==> config.mk <==
export PLATFORM = sky130hd
export DESIGN_NAME = fsd_top
export DESIGN_NICKNAME = d
export VERILOG_FILES = /design/src/fsd_dummy_unused.sv /design/src/fsd_pkg.sv /design/src/fsd_top.sv
export SDC_FILE = /design/constraint.sdc
export NUM_CORES = 2
export LEC_CHECK = 0
export BUFFER_PORTS_ARGS = -buffer_cell sky130_fd_sc_hd__buf_2
export CAP_MARGIN = 40
export CORE_UTILIZATION = 46
export DETAILED_ROUTE_END_ITERATION = 12
export HOLD_SLACK_MARGIN = 0.02
export PLACE_DENSITY = 0.62
export SYNTH_ARGS = -nofsm -noshare
export SYNTH_HDL_FRONTEND = slang
export SYNTH_SLANG_ARGS = --single-unit
==> constraint.sdc <==
create_clock -name clk -period 26.6 [get_ports clk]
set_input_delay 3.99 -clock clk [delete_from_list [all_inputs] [get_ports clk]]
set_output_delay 3.99 -clock clk [all_outputs]
set_load 0.05 [all_outputs]
==> src/fsd_dummy_unused.sv <==
`timescale 1ns/1ps

==> src/fsd_pkg.sv <==
// Purpose: Shared constants and types for the FSK demodulator and sync detector
// Assumes: 100 MHz system clock, APB register access
// Notes: Register byte offsets are word aligned
package fsd_pkg;
   // Register byte offsets
   localparam logic [7:0] FSD_OFS_DEMOD = 8'h00;
   localparam logic [7:0] FSD_OFS_SYNC = 8'h04;
   localparam logic [7:0] FSD_OFS_BW = 8'h08;
   localparam logic [7:0] FSD_OFS_STAT = 8'h0c;
   localparam logic [7:0] FSD_OFS_IEN = 8'h10;
   localparam logic [7:0] FSD_OFS_ICLR = 8'h14;
   localparam logic [7:0] FSD_OFS_LIVE = 8'h18;
   // Demodulator setup field positions
   localparam int FSD_SEL_LSB = 4;
   localparam int FSD_MODE_LSB = 23;
   localparam int FSD_PBW_LSB = 6;
   // Sync register field positions
   localparam int FSD_SLEN_LSB = 4;
   localparam int FSD_STOL_LSB = 6;
   localparam int FSD_SWORD_LSB = 8;
   // Discriminator bandwidth field position in bandwidth register
   localparam int FSD_DBW_LSB = 4;
   // Demodulator select codes
   localparam logic [1:0] FSD_SEL_LINEAR = 2'h0;
   localparam logic [1:0] FSD_SEL_CORR = 2'h1;
   // Demod modes with sync detection
   localparam logic [2:0] FSD_MODE_SYNC2 = 3'h2;
   localparam logic [2:0] FSD_MODE_SYNC3 = 3'h3;
   // Oversampling ratio and indicator hold length
   localparam int FSD_OVERSAMPLE = 32;
   localparam int FSD_IND_BITS = 9;
   // Reset values
   localparam logic [31:0] FSD_RST_DEMOD = 32'h0000_0000;
   localparam logic [31:0] FSD_RST_SYNC = 32'h0000_0000;
   localparam logic [31:0] FSD_RST_BW = 32'h0000_0000;
   // Interrupt status bits
   localparam int FSD_IRQ_MATCH = 0;
   localparam int FSD_IRQ_BIT = 1;
   localparam int FSD_IRQ_W = 2;

   // APB request and answer carriers
   typedef struct packed {
      logic psel;
      logic penable;
      logic pwrite;
      logic [7:0] paddr;
      logic [31:0] pwdata;
   } fsd_apb_req_t;

   typedef struct packed {
      logic pready;
      logic pslverr;
      logic [31:0] prdata;
   } fsd_apb_rsp_t;

   // Limited quadrature input sample
   typedef struct packed {
      logic i;
      logic q;
   } fsd_iq_t;
endpackage : fsd_pkg

==> src/fsd_top.sv <==
// Purpose: FSK demodulator, post filter, slicer, bit clock recovery and sync word match
// Assumes: One clock; iq samples arrive with a demodulator clock strobe
// Notes: APB slave answers with zero wait states
`timescale 1ns/1ps
`default_nettype none

// Function
// Correlator mode filters both tones and compares correlator output levels.
// Second-order low-pass after the discriminator, coefficient from ten-bit field.
// Correlator bandwidth comes from a ten-bit setting field; the leak is fixed at one-eighth and the field sets only the input step.
// Correlator mode slices the filtered value at fixed zero.
// Bit PLL oversamples sliced data at 32 times the data rate.
// Bit PLL holds lock through two percent rate error.
// Select field 01 picks the correlator demodulator.
// Select field 00 picks the linear demodulator, same filter field.
// Linear mode: frequency discriminator, averager with envelope, slicer.
// Linear slicer output feeds the bit PLL.
// Enabled sync detection compares received bits with stored word, flags match.
// Match indicator drops itself nine recovered bit clocks later.
// Sync detection runs only in demod modes 2 and 3.
// Length field chooses 12, 16, 20 or 24 compared bits.
// Transmitter sends the sync word most significant bit first.
// Tolerance field accepts up to three mismatched bits.
// One bit shifts in per recovered clock, then match is evaluated.
module fsd_top #(
   parameter int ACC_W = 16
) (
   // Clock and reset
   input wire logic clk,
   input wire logic rst_n,
   // Register bus
   input wire fsd_pkg::fsd_apb_req_t apb_req,
   output fsd_pkg::fsd_apb_rsp_t apb_rsp,
   // Baseband samples
   input wire fsd_pkg::fsd_iq_t iq,
   input wire logic demod_tick,
   input wire logic recovery_oversample_clock,
   // Host side
   output logic rx_data,
   output logic rx_bit_clk,
   output logic sync_match,
   output logic irq
);
   import fsd_pkg::*;

   initial begin
      if (ACC_W < 12 || ACC_W > 24) $error("ACC_W out of range");
   end

   // Registers
   logic [31:0] demod_r, sync_r, bw_r;
   logic [FSD_IRQ_W-1:0] stat_r, ien_r;
   logic [1:0] sel;
   logic [2:0] mode;
   logic [9:0] post_filter_bandwidth_setting, discriminator_bandwidth_setting;
   logic [1:0] slen, stol;
   logic [23:0] sword;
   assign sel = demod_r[FSD_SEL_LSB +: 2];
   assign mode = demod_r[FSD_MODE_LSB +: 3];
   assign post_filter_bandwidth_setting = demod_r[FSD_PBW_LSB +: 10];
   assign discriminator_bandwidth_setting = bw_r[FSD_DBW_LSB +: 10];
   assign slen = sync_r[FSD_SLEN_LSB +: 2];
   assign stol = sync_r[FSD_STOL_LSB +: 2];
   assign sword = sync_r[FSD_SWORD_LSB +: 24];

   // Write strobe in the access phase; events feeding the sticky status
   logic wr_en, match_ev, bit_ev;
   assign wr_en = apb_req.psel && apb_req.penable && apb_req.pwrite;

   // Configuration writes
   always_ff @(posedge clk or negedge rst_n) begin
      if (!rst_n) begin
         demod_r <= FSD_RST_DEMOD;
         sync_r <= FSD_RST_SYNC;
         bw_r <= FSD_RST_BW;
         ien_r <= '0;
      end else if (wr_en) begin
         case (apb_req.paddr)
            FSD_OFS_DEMOD: demod_r <= apb_req.pwdata;
            FSD_OFS_SYNC: sync_r <= apb_req.pwdata;
            FSD_OFS_BW: bw_r <= apb_req.pwdata;
            FSD_OFS_IEN: ien_r <= apb_req.pwdata[FSD_IRQ_W-1:0];
            default: ;
         endcase
      end
   end

   // Sticky status; a new event wins over a clear
   always_ff @(posedge clk or negedge rst_n) begin
      if (!rst_n) begin
         stat_r <= '0;
      end else begin
         for (int k = 0; k < FSD_IRQ_W; k++) begin
            if ((k == FSD_IRQ_MATCH && match_ev) || (k == FSD_IRQ_BIT && bit_ev)) begin
               stat_r[k] <= 1'b1;
            end else if (wr_en && apb_req.paddr == FSD_OFS_ICLR && apb_req.pwdata[k]) begin
               stat_r[k] <= 1'b0;
            end
         end
      end
   end
   assign irq = |(stat_r & ien_r);

   // Read mux; unmapped addresses answer with an error
   logic [31:0] rdata;
   logic hit;
   always_comb begin
      rdata = '0;
      hit = 1'b1;
      case (apb_req.paddr)
         FSD_OFS_DEMOD: rdata = demod_r;
         FSD_OFS_SYNC: rdata = sync_r;
         FSD_OFS_BW: rdata = bw_r;
         FSD_OFS_STAT: rdata[FSD_IRQ_W-1:0] = stat_r;
         FSD_OFS_IEN: rdata[FSD_IRQ_W-1:0] = ien_r;
         FSD_OFS_ICLR: rdata = '0;
         FSD_OFS_LIVE: rdata = {29'h0, sync_match, rx_bit_clk, rx_data};
         default: hit = 1'b0;
      endcase
   end
   // Read data captured in the setup phase so it stands through the access phase
   logic [31:0] prdata_r;
   always_ff @(posedge clk or negedge rst_n) begin
      if (!rst_n) begin
         prdata_r <= '0;
      end else if (apb_req.psel && !apb_req.penable && !apb_req.pwrite) begin
         prdata_r <= rdata;
      end
   end
   // Whole answer built in one place: zero wait states, error on unmapped access
   assign apb_rsp = '{pready: 1'b1,
                      pslverr: apb_req.psel && apb_req.penable && !hit,
                      prdata: prdata_r};

   // Instantaneous frequency sign from iq phase rotation
   fsd_iq_t iq_d_r;
   logic rot;
   always_ff @(posedge clk or negedge rst_n) begin
      if (!rst_n) iq_d_r <= '0;
      else if (demod_tick) iq_d_r <= iq;
   end
   assign rot = (iq.i ^ iq_d_r.q) ? 1'b1 : 1'b0; // High for positive rotation

   // Tone correlators: leaky energy per tone with a fixed one-eighth leak, input step sized by the bandwidth field
   logic signed [ACC_W-1:0] corr_hi_r, corr_lo_r, lin_r, disc;
   logic signed [ACC_W-1:0] step;
   assign step = ACC_W'(signed'({1'b0, discriminator_bandwidth_setting}));
   always_ff @(posedge clk or negedge rst_n) begin
      if (!rst_n) begin
         corr_hi_r <= '0;
         corr_lo_r <= '0;
      end else if (demod_tick) begin
         corr_hi_r <= corr_hi_r - (corr_hi_r >>> 3) + (rot ? step : '0);
         corr_lo_r <= corr_lo_r - (corr_lo_r >>> 3) + (rot ? '0 : step);
      end
   end

   // Linear discriminator with averaging and envelope tracking
   logic signed [ACC_W-1:0] env_hi_r, env_lo_r, avg_r;
   logic signed [ACC_W-1:0] lin_in;
   assign lin_in = rot ? ACC_W'(signed'(17'sd1024)) : -ACC_W'(signed'(17'sd1024));
   always_ff @(posedge clk or negedge rst_n) begin
      if (!rst_n) begin
         lin_r <= '0;
         env_hi_r <= '0;
         env_lo_r <= '0;
      end else if (demod_tick) begin
         lin_r <= lin_r + ((lin_in - lin_r) >>> 2);
         env_hi_r <= (lin_r > env_hi_r) ? lin_r : env_hi_r - (env_hi_r >>> 6);
         env_lo_r <= (lin_r < env_lo_r) ? lin_r : env_lo_r - (env_lo_r >>> 6);
      end
   end

   // Demodulator select
   always_comb begin
      case (sel)
         FSD_SEL_CORR: disc = corr_hi_r - corr_lo_r;
         default: disc = lin_r - ((env_hi_r + env_lo_r) >>> 1);
      endcase
   end

   // Second-order post filter: two cascaded one-pole sections
   logic signed [ACC_W+10:0] s1_r, s2_r;
   logic signed [ACC_W+10:0] k;
   assign k = (ACC_W+11)'(signed'({1'b0, post_filter_bandwidth_setting}));
   // Error times coefficient needs eleven more bits than the state, or it wraps
   logic signed [ACC_W+21:0] e1, e2;
   assign e1 = ((((ACC_W+22)'(disc)) <<< 10) - (ACC_W+22)'(s1_r)) * (ACC_W+22)'(k);
   assign e2 = ((ACC_W+22)'(s1_r) - (ACC_W+22)'(s2_r)) * (ACC_W+22)'(k);
   // Both sections advance on the demodulator strobe only
   always_ff @(posedge clk or negedge rst_n) begin
      if (!rst_n) begin
         s1_r <= '0;
         s2_r <= '0;
      end else if (demod_tick) begin
         s1_r <= s1_r + (ACC_W+11)'(e1 >>> 10);
         s2_r <= s2_r + (ACC_W+11)'(e2 >>> 10);
      end
   end

   // Slicer: threshold zero on filter output
   logic sliced;
   assign sliced = !s2_r[ACC_W+10];

   // Bit PLL: 5-bit phase, nudged by one step at each data edge
   logic [4:0] phase_r;
   logic sl_d_r, bit_r;
   always_ff @(posedge clk or negedge rst_n) begin
      if (!rst_n) begin
         phase_r <= '0;
         sl_d_r <= 1'b0;
         bit_r <= 1'b0;
      end else if (recovery_oversample_clock) begin
         sl_d_r <= sliced;
         if (sliced != sl_d_r) begin
            // Edge expected at phase 0; a single step per edge tracks 2% drift
            phase_r <= phase_r + (phase_r[4] ? 5'h2 : 5'h0);
         end else begin
            phase_r <= phase_r + 5'h1;
         end
         if (phase_r == 5'(FSD_OVERSAMPLE/2)) bit_r <= sliced;
      end
   end
   assign bit_ev = recovery_oversample_clock && phase_r == 5'(FSD_OVERSAMPLE/2);

   // Outputs toward the host
   always_ff @(posedge clk or negedge rst_n) begin
      if (!rst_n) begin
         rx_data <= 1'b0;
         rx_bit_clk <= 1'b0;
      end else begin
         rx_data <= bit_r;
         rx_bit_clk <= !phase_r[4];
      end
   end

   // Sync word shift register, newest bit at bit 0 so the first sent bit is oldest
   logic [23:0] shreg_r;
   logic [4:0] nbits;
   logic [23:0] lenmask, diff;
   logic [4:0] errs;
   logic sync_on;
   assign nbits = 5'd12 + {1'b0, slen, 2'b00};
   assign lenmask = 24'hff_ffff >> (5'd24 - nbits);
   assign diff = (shreg_r ^ sword) & lenmask;
   assign sync_on = mode == FSD_MODE_SYNC2 || mode == FSD_MODE_SYNC3;
   always_comb begin
      errs = '0;
      for (int b = 0; b < 24; b++) errs = errs + 5'(diff[b]);
   end
   always_ff @(posedge clk or negedge rst_n) begin
      if (!rst_n) shreg_r <= '0;
      else if (bit_ev) shreg_r <= {shreg_r[22:0], sliced};
   end

   // Match evaluated one cycle after each shift
   logic eval_r;
   logic [3:0] hold_r;
   always_ff @(posedge clk or negedge rst_n) begin
      if (!rst_n) eval_r <= 1'b0;
      else eval_r <= bit_ev;
   end
   assign match_ev = eval_r && sync_on && errs <= {3'h0, stol};

   // Indicator held for nine recovered bits
   always_ff @(posedge clk or negedge rst_n) begin
      if (!rst_n) begin
         hold_r <= '0;
      end else if (match_ev && hold_r == '0) begin
         hold_r <= 4'(FSD_IND_BITS);
      end else if (bit_ev && hold_r != '0) begin
         hold_r <= hold_r - 4'h1;
      end
   end
   assign sync_match = hold_r != '0;

   // Checks
   match_needs_mode_a: assert property (@(posedge clk) disable iff (!rst_n)
      $rose(sync_match) |-> $past(sync_on)) else $error("match outside sync mode");
   ind_nine_bits_a: assert property (@(posedge clk) disable iff (!rst_n)
      $rose(sync_match) |-> hold_r == 4'(FSD_IND_BITS)) else $error("hold not nine");
   ind_drops_a: assert property (@(posedge clk) disable iff (!rst_n)
      (hold_r == 4'h1 && bit_ev) |=> !sync_match) else $error("indicator stuck");
   tol_limit_a: assert property (@(posedge clk) disable iff (!rst_n)
      match_ev |-> errs <= 5'd3) else $error("too many errors");
   shift_one_a: assert property (@(posedge clk) disable iff (!rst_n)
      bit_ev |=> shreg_r[0] == $past(sliced)) else $error("shift wrong");
   slice_zero_a: assert property (@(posedge clk) disable iff (!rst_n)
      (s2_r > 0) |-> sliced) else $error("slicer threshold");
   len_range_a: assert property (@(posedge clk) disable iff (!rst_n)
      nbits >= 5'd12 && nbits <= 5'd24) else $error("length range");
   // A match event must leave its status bit set even under a clear
   irq_gate_a: assert property (@(posedge clk) disable iff (!rst_n)
      match_ev |=> stat_r[FSD_IRQ_MATCH]) else $error("match status lost");
   // A clear of the bit status with no new bit event empties it
   clr_bit_a: assert property (@(posedge clk) disable iff (!rst_n)
      (wr_en && apb_req.paddr == FSD_OFS_ICLR && apb_req.pwdata[FSD_IRQ_BIT] && !bit_ev)
      |=> !stat_r[FSD_IRQ_BIT]) else $error("bit status not cleared");
   // The recovered bit reaches the host pin two edges after its sample
   data_path_a: assert property (@(posedge clk) disable iff (!rst_n)
      bit_ev |-> ##2 rx_data == $past(sliced, 2)) else $error("data path");
   // An enabled, set match status bit always raises the interrupt
   irq_level_a: assert property (@(posedge clk) disable iff (!rst_n)
      (stat_r[FSD_IRQ_MATCH] && ien_r[FSD_IRQ_MATCH]) |-> irq) else $error("irq missing");
   // Tolerated match with at least one wrong bit
   cv_tol_c: cover property (@(posedge clk) disable iff (!rst_n) match_ev && errs != '0);
   cv_match_c: cover property (@(posedge clk) disable iff (!rst_n) $rose(sync_match));
   cv_corr_c: cover property (@(posedge clk) disable iff (!rst_n) sel == FSD_SEL_CORR && bit_ev);
   cv_lin_c: cover property (@(posedge clk) disable iff (!rst_n) sel == FSD_SEL_LINEAR && bit_ev);
endmodule : fsd_top

`default_nettype wire

==> After elaboration in Yosys (flattened, before gate mapping) <==
Cells that the tools add are included.
{ "word_totals": {"ff_bits": 305, "input_bits": 49, "output_inout_bits": 38, "wordCells": 137} }
{ "classes": {"addsub": 43, "n_mul": 2, "magnitude_cmp": 3, "eq_ne": 11, "shift": 1, "n_mux": 18, "n_bitwise": 4, "n_reduce_logical": 32} }
{ "ops": {"columns": ["operator", "count"], "rows": [
  ["30-bit case mux with 4 select lines", 1],
  ["5-bit by 1-bit adder with 5-bit output", 19],
  ["28-bit by 11-bit multiplier with 37-bit output", 2],
  ["16-bit two-way mux", 4],
  ["27-bit adder", 2],
  ["16-bit by 10-bit adder with 16-bit output", 2],
  ["16-bit by 10-bit subtractor with 16-bit output", 2],
  ["16-bit by 13-bit subtractor with 16-bit output", 2],
  ["16-bit subtractor", 2],
  ["26-bit by 27-bit subtractor with 28-bit output", 1],
  ["27-bit by 27-bit subtractor with 28-bit output", 1],
  ["24-bit AND", 1],
  ["8-bit by 5-bit == test with 1-bit output (second input constant)", 3],
  ["24-bit by 5-bit >> shifter with 24-bit output (first input constant)", 1],
  ["24-bit bitwise XOR", 1],
  ["10-bit two-way mux", 2],
  ["16-bit by 14-bit adder with 16-bit output", 1],
  ["16-bit adder", 1],
  ["8-bit by 4-bit == test with 1-bit output (second input constant)", 2],
  ["16-bit > comparator", 1],
  ["16-bit < comparator", 1],
  ["16-bit by 15-bit subtractor with 16-bit output", 1],
  ["1-bit logical AND", 13],
  ["2-bit case mux with 6 select lines", 1],
  ["other kinds (30)", 47]
]} }

==> Logic depth before layout (Yosys ltp) <==
{ "depth": {"depth_word": 31, "ltp_mapped": 56, "mapped_depth_nobuf": 56} }

==> Worst setup path after synthesis <==
OpenSTA, ideal clock, no wires.
{ "synth_path": {"kind": "flip-flop to flip-flop", "start": "register env_lo_r[0]", "end": "register s1_r[26]", "setup_time_ps": 80, "arrival_ps": 10368, "required_time_ps": 26520, "path_slack_ps": 16152, "stages_incl_launch_ff": 52, "n_path_buf": 0, "period_less_slack_ps": 10448, "cell_sequence": "dfrtp_1 -> inv_1 -> nor2_1 -> fa_1 -> a21o_1 -> a21oi_1 -> o21bai_1 -> a21oi_1 -> o21bai_1 -> a21oi_1 -> xnor2_1 -> ha_1 -> a21oi_1 -> nor2b_1 -> a311oi_1 -> o21bai_1 -> a21oi_1 -> xnor2_1 -> [... 16 more ...] -> inv_1 -> ha_1 -> a21oi_1 -> nand3_1 -> a41o_1 -> nor2b_1 -> a21o_1 -> xor2_1 -> ha_1 -> nand4_1 -> o31ai_1 -> o211ai_1 -> a21oi_1 -> nor2_1 -> xnor2_1 -> xnor3_1 -> nand2_1 -> xnor2_1"} }
{ "synth_between": {"elab_chain_len": 6} }
{ "synth_rtl": {"columns": ["element", "line", "source"], "rows": [
  ["start: declaration", "fsd_top.sv:159", "logic signed [ACC_W-1:0] env_hi_r, env_lo_r, avg_r;"],
  ["start signal: assignment", "fsd_top.sv:170", "env_lo_r <= (lin_r < env_lo_r) ? lin_r : env_lo_r - (env_lo_r >>> 6);"],
  ["16-bit adder", "fsd_top.sv:178", "default: disc = lin_r - ((env_hi_r + env_lo_r) >>> 1);"],
  ["16-bit by 15-bit subtractor with 16-bit output", "fsd_top.sv:178", null],
  ["16-bit two-way mux", "fsd_top.sv:176", "case (sel)"],
  ["26-bit by 27-bit subtractor with 28-bit output", "fsd_top.sv:188", "assign e1 = ((((ACC_W+22)'(disc)) <<< 10) - (ACC_W+22)'(s1_r)) * (ACC_W+22)'(k);"],
  ["28-bit by 11-bit multiplier with 37-bit output", "fsd_top.sv:188", null],
  ["27-bit adder", "fsd_top.sv:196", "s1_r <= s1_r + (ACC_W+11)'(e1 >>> 10);"],
  ["end signal: assignment", "fsd_top.sv:196", null],
  ["end: declaration", "fsd_top.sv:183", "logic signed [ACC_W+10:0] s1_r, s2_r;"]
]} }
Every way passes these cells.
A chain may end at the register's enable or synchronous reset.

==> Worst setup path in the final report <==
Ends and elaborated chain as after synthesis.

==> run_results.csv <==
group,metric,value,unit
outcome,status,"finished clean",
finish,layout_cell_share_with_drive_strength_beyond_1,0.08184,
logic_synthesis,synth_sequential_area_ratio,0.1829,
logic_synthesis,cell_type_with_the_highest_aggregate_area_in_the_netlist,"sky130_fd_sc_hd__fa_1",
route,vias,31250,
logic_synthesis,synthDistinctLibCells,95,
route,route.antenna.remaining_nets,0,
critical_path,critical_path.max_stage_delay,690,ps
logic_synthesis,synth_edf_count,0,
logic_synthesis,synthesis.yosys.warnings,0,
timing,worstMarginPinSlew,926.3,ps
global_route,groute.layer.met1.usage,0.3004,
cts,worstSkewPairLatency,590,ps
timing,fin_hold_ws,462.8,ps
route,avgRoutedWirePerCell,16.99,um
timing,report.final.setup_viol,0,
cts,cts_buffers,38,
logic_synthesis,dominantRegCellSynth,"sky130_fd_sc_hd__dfrtp_1",
logic_synthesis,netlist_top_cells_area,"sky130_fd_sc_hd__fa_1 (25%), sky130_fd_sc_hd__dfrtp_1 (18%), sky130_fd_sc_hd__ha_1 (13%), sky130_fd_sc_hd__inv_1 (6.3%), sky130_fd_sc_hd__nand2_1 (4.9%)",
logic_synthesis,postSynthAreaPerCell,9.043,um^2
critical_path,cp-end-kind,"flip-flop",
floorplanning,die_area,91620,um^2
floorplanning,design.core.area,88920,um^2
finish,layout.cells.most_common_list,"sky130_fd_sc_hd__inv_1 (701), sky130_fd_sc_hd__nand2_1 (547), sky130_fd_sc_hd__fa_1 (510), sky130_fd_sc_hd__ha_1 (424), sky130_fd_sc_hd__dfrtp_1 (296)",
logic_synthesis,mappedNetlistNets,5582,
finish,nets,5637,
timing,max_freq,85.25,MHz
route,drt_iter0_markers,1545,
timing,min_period,11730,ps
timing,fin_skew,29.40,ps
placement,place.gp.congestion,0.8650,
route,post_drt_via_cell_ratio,5.345,
global_route,met3_usage,0.02270,
critical_path,reg2reg_setup_slack,14870,ps
floorplanning,initial_utilization,0.4677,
global_route,grt_usage,0.2237,
flow_run,drv_cap,0,
timing,drv_slew,0,
critical_path,worst-endpoint-arrival,12220,ps
route,drc_violations,0,
logic_synthesis,post_synth_instance_area,41590,um^2
critical_path,critical-path-slowest-cell,"sky130_fd_sc_hd__xnor2_1",
cts,cts.repair_timing.setup_buffer_count,0,
cts,clk_path_buf_depth,3,
hold_path,hold_path.class,"reg -> reg",
finish,fillerInstances,8399,
timing,setup_tns,0,ps
floorplanning,dieWidth,302.7,um
critical_path,startpoint_kind_of_the_worst_setup_timing_path,"flip-flop",
logic_synthesis,synth_top_area_frac,0.2455,
cts,postCtsHoldBufs,0,
global_route,grt_overflow,0,
cts,clock_tree_from_tritoncts,"built",
timing,slew_headroom,0.3780,
logic_synthesis,number_of_flip_flops_and_latches_in_the_synthesized_netlist,304,
global_route,maximum_number_of_pins_on_one_net_before_global_route_repair,151,
floorplanning,dieHeight,302.7,um
logic_synthesis,asyncSetResetFlopFracSynth,1.000,
cts,clock_tree.htree_level_count,2,
global_route,grt_use_met2,0.3917,
global_route,busiest_layer,"met2",
global_route,grt_pass1_wl,166700,um
timing,final-hold-violation-count,0,
route,drt_first_pass_iters,7,
timing,final_min_period_over_clock_period,0.4410,
critical_path,worst_ep_required_time,27090,ps
global_route,antenna_found_initial,6,
critical_path,critical_path_peak_fanout,10,
placement,detailed_place_hpwl,77750,um
critical_path,timing_worst_setup_path_type,"reg -> reg",
cts,clk_pin_slew,60,ps
floorplanning,placement_rows,109,
finish,synthToLayoutAreaGrowth,7.988,%
finish,final_area,44910,um^2
cts,post_cts_resized,0,
finish,mostFrequentLayoutCell,"sky130_fd_sc_hd__inv_1",
cts,numClockSinks,304,
global_route,vias_in_the_first_global_route,32220,
route,wl,99320,um
cts,cts_root_buf,"sky130_fd_sc_hd__clkbuf_16",
logic_synthesis,gate_count_post_synth,4599,
placement,place.port_buffers,85,
floorplanning,design.portCount,87,
placement,place_area,43560,um^2
timing,grt_setup_unrepaired,"false",
-- routing by layer --
metal  share of wire  up-vias
met4           0.018        4
li1                -    15090
met1            0.46    15590
met2            0.49      463
met3           0.032      113
met5         0.00016        -
-- final cells by class --
| cell class | count | area [um^2] | area share |
|---|---|---|---|
| Clock buffer | 54 | 1101 | 0.02452 |
| Sequential cell | 304 | 7617 | 0.1696 |
| Tap cell | 1165 | 1458 | 0.03246 |
| Timing Repair Buffer | 159 | 1039 | 0.02312 |
| Inverter | 702 | 2635 | 0.05867 |
| Clock inverter | 12 | 235.2 | 0.005238 |
| Multi-Input combinational cell | 3449 | 30820 | 0.6863 |
| Antenna cell | 2 | 5.005 | 0.0001114 |
-- path summary, 6_finish.rpt --
check	startpoint	end	cells after the start
max	env_lo_r[0]$_DFFE_PN0P_	s1_r[26]$_DFFE_PN0P_	48
min	shreg_r[0]$_DFFE_PN0P_	rx_data$_DFF_PN0_	0
min in group asynchronous	rst_n	s2_r[13]$_DFFE_PN0P_	1
max in group asynchronous	rst_n	demod_r[19]$_DFFE_PN0P_	4
max reg2reg	env_lo_r[0]$_DFFE_PN0P_	s1_r[26]$_DFFE_PN0P_	48
min reg2reg	shreg_r[0]$_DFFE_PN0P_	rx_data$_DFF_PN0_	0
-- synthesized netlist by cell type, types with 5 or more instances --
| library cell | count |
|---|---|
| sky130_fd_sc_hd__a2111oi_0 | 6 |
| sky130_fd_sc_hd__a211o_1 | 6 |
| sky130_fd_sc_hd__a211oi_1 | 16 |
| sky130_fd_sc_hd__a21boi_0 | 24 |
| sky130_fd_sc_hd__a21o_1 | 66 |
| sky130_fd_sc_hd__a21oi_1 | 222 |
| sky130_fd_sc_hd__a222oi_1 | 29 |
| sky130_fd_sc_hd__a31o_2 | 7 |
| sky130_fd_sc_hd__a31oi_1 | 20 |
| sky130_fd_sc_hd__a41oi_1 | 5 |
| sky130_fd_sc_hd__and2_1 | 288 |
| sky130_fd_sc_hd__and2b_1 | 5 |
| sky130_fd_sc_hd__and3_1 | 10 |
| sky130_fd_sc_hd__buf_1 | 23 |
| sky130_fd_sc_hd__clkbuf_1 | 119 |
| sky130_fd_sc_hd__dfrtp_1 | 304 |
| sky130_fd_sc_hd__fa_1 | 510 |
| sky130_fd_sc_hd__ha_1 | 424 |
| sky130_fd_sc_hd__inv_1 | 701 |
| sky130_fd_sc_hd__mux2_2 | 111 |
| sky130_fd_sc_hd__mux2i_1 | 19 |
| sky130_fd_sc_hd__nand2_1 | 547 |
| sky130_fd_sc_hd__nand2b_1 | 43 |
| sky130_fd_sc_hd__nand3_1 | 45 |
| sky130_fd_sc_hd__nand3b_1 | 10 |
| sky130_fd_sc_hd__nand4_1 | 18 |
| sky130_fd_sc_hd__nor2_1 | 224 |
| sky130_fd_sc_hd__nor2b_1 | 46 |
| sky130_fd_sc_hd__nor3_1 | 58 |
| sky130_fd_sc_hd__nor4_1 | 11 |
| sky130_fd_sc_hd__o211ai_1 | 11 |
| sky130_fd_sc_hd__o21a_1 | 61 |
| sky130_fd_sc_hd__o21ai_0 | 178 |
| sky130_fd_sc_hd__o21ai_1 | 5 |
| sky130_fd_sc_hd__o21bai_1 | 19 |
| sky130_fd_sc_hd__o221ai_1 | 12 |
| sky130_fd_sc_hd__o22ai_1 | 9 |
| sky130_fd_sc_hd__o31a_1 | 11 |
| sky130_fd_sc_hd__o31ai_1 | 9 |
| sky130_fd_sc_hd__or2_2 | 8 |
| sky130_fd_sc_hd__or3_1 | 24 |
| sky130_fd_sc_hd__or4_1 | 6 |
| sky130_fd_sc_hd__xnor2_1 | 180 |
| sky130_fd_sc_hd__xor2_1 | 74 |
-- kinds of logic after synthesis --
group / count (synthesis) / share of synthesized area
simple gates: 1360 / 0.1566
fa+ha+maj: 934 / 0.3731
buf+inv: 846 / 0.07648
compound gates: 765 / 0.1206
flops: 304 / 0.1829
xor+xnor: 258 / 0.05521
mux: 131 / 0.03499
other cells: 1 / 0.00009017
-- state kept, by name (all words and copies together), names as in the netlist, 2 cells and up --
register and cells:
bw_r 32, demod_r 32, prdata_r 32, sync_r 32
s1_r 27, s2_r 27, shreg_r 24, corr_hi_r 16
corr_lo_r 16, env_hi_r 16, env_lo_r 16, lin_r 16
phase_r 5, hold_r 4, ien_r 2, stat_r 2
-- stage by stage --
stage,util,cells,setup WS [ps]
floorplan,-,4599,16150
global placement,0.4871,5749,14940
detailed placement,0.4899,5778,15010
CTS,0.5049,5844,14930
global route,0.5051,5847,13880
finish,0.5051,5847,14870
-- worst max-delay path, delay by kind of cell, from the launching register on --
kind	cells	cell delay [ps]
compound gates	20	3500
xor+xnor	6	1540
flops	1	390
buf+inv	2	160
simple gates	10	1830
fa+ha+maj	10	4220
Power is not shown: default switching activity piles up to over one toggle a cycle in this logic, so the estimate is an artifact.
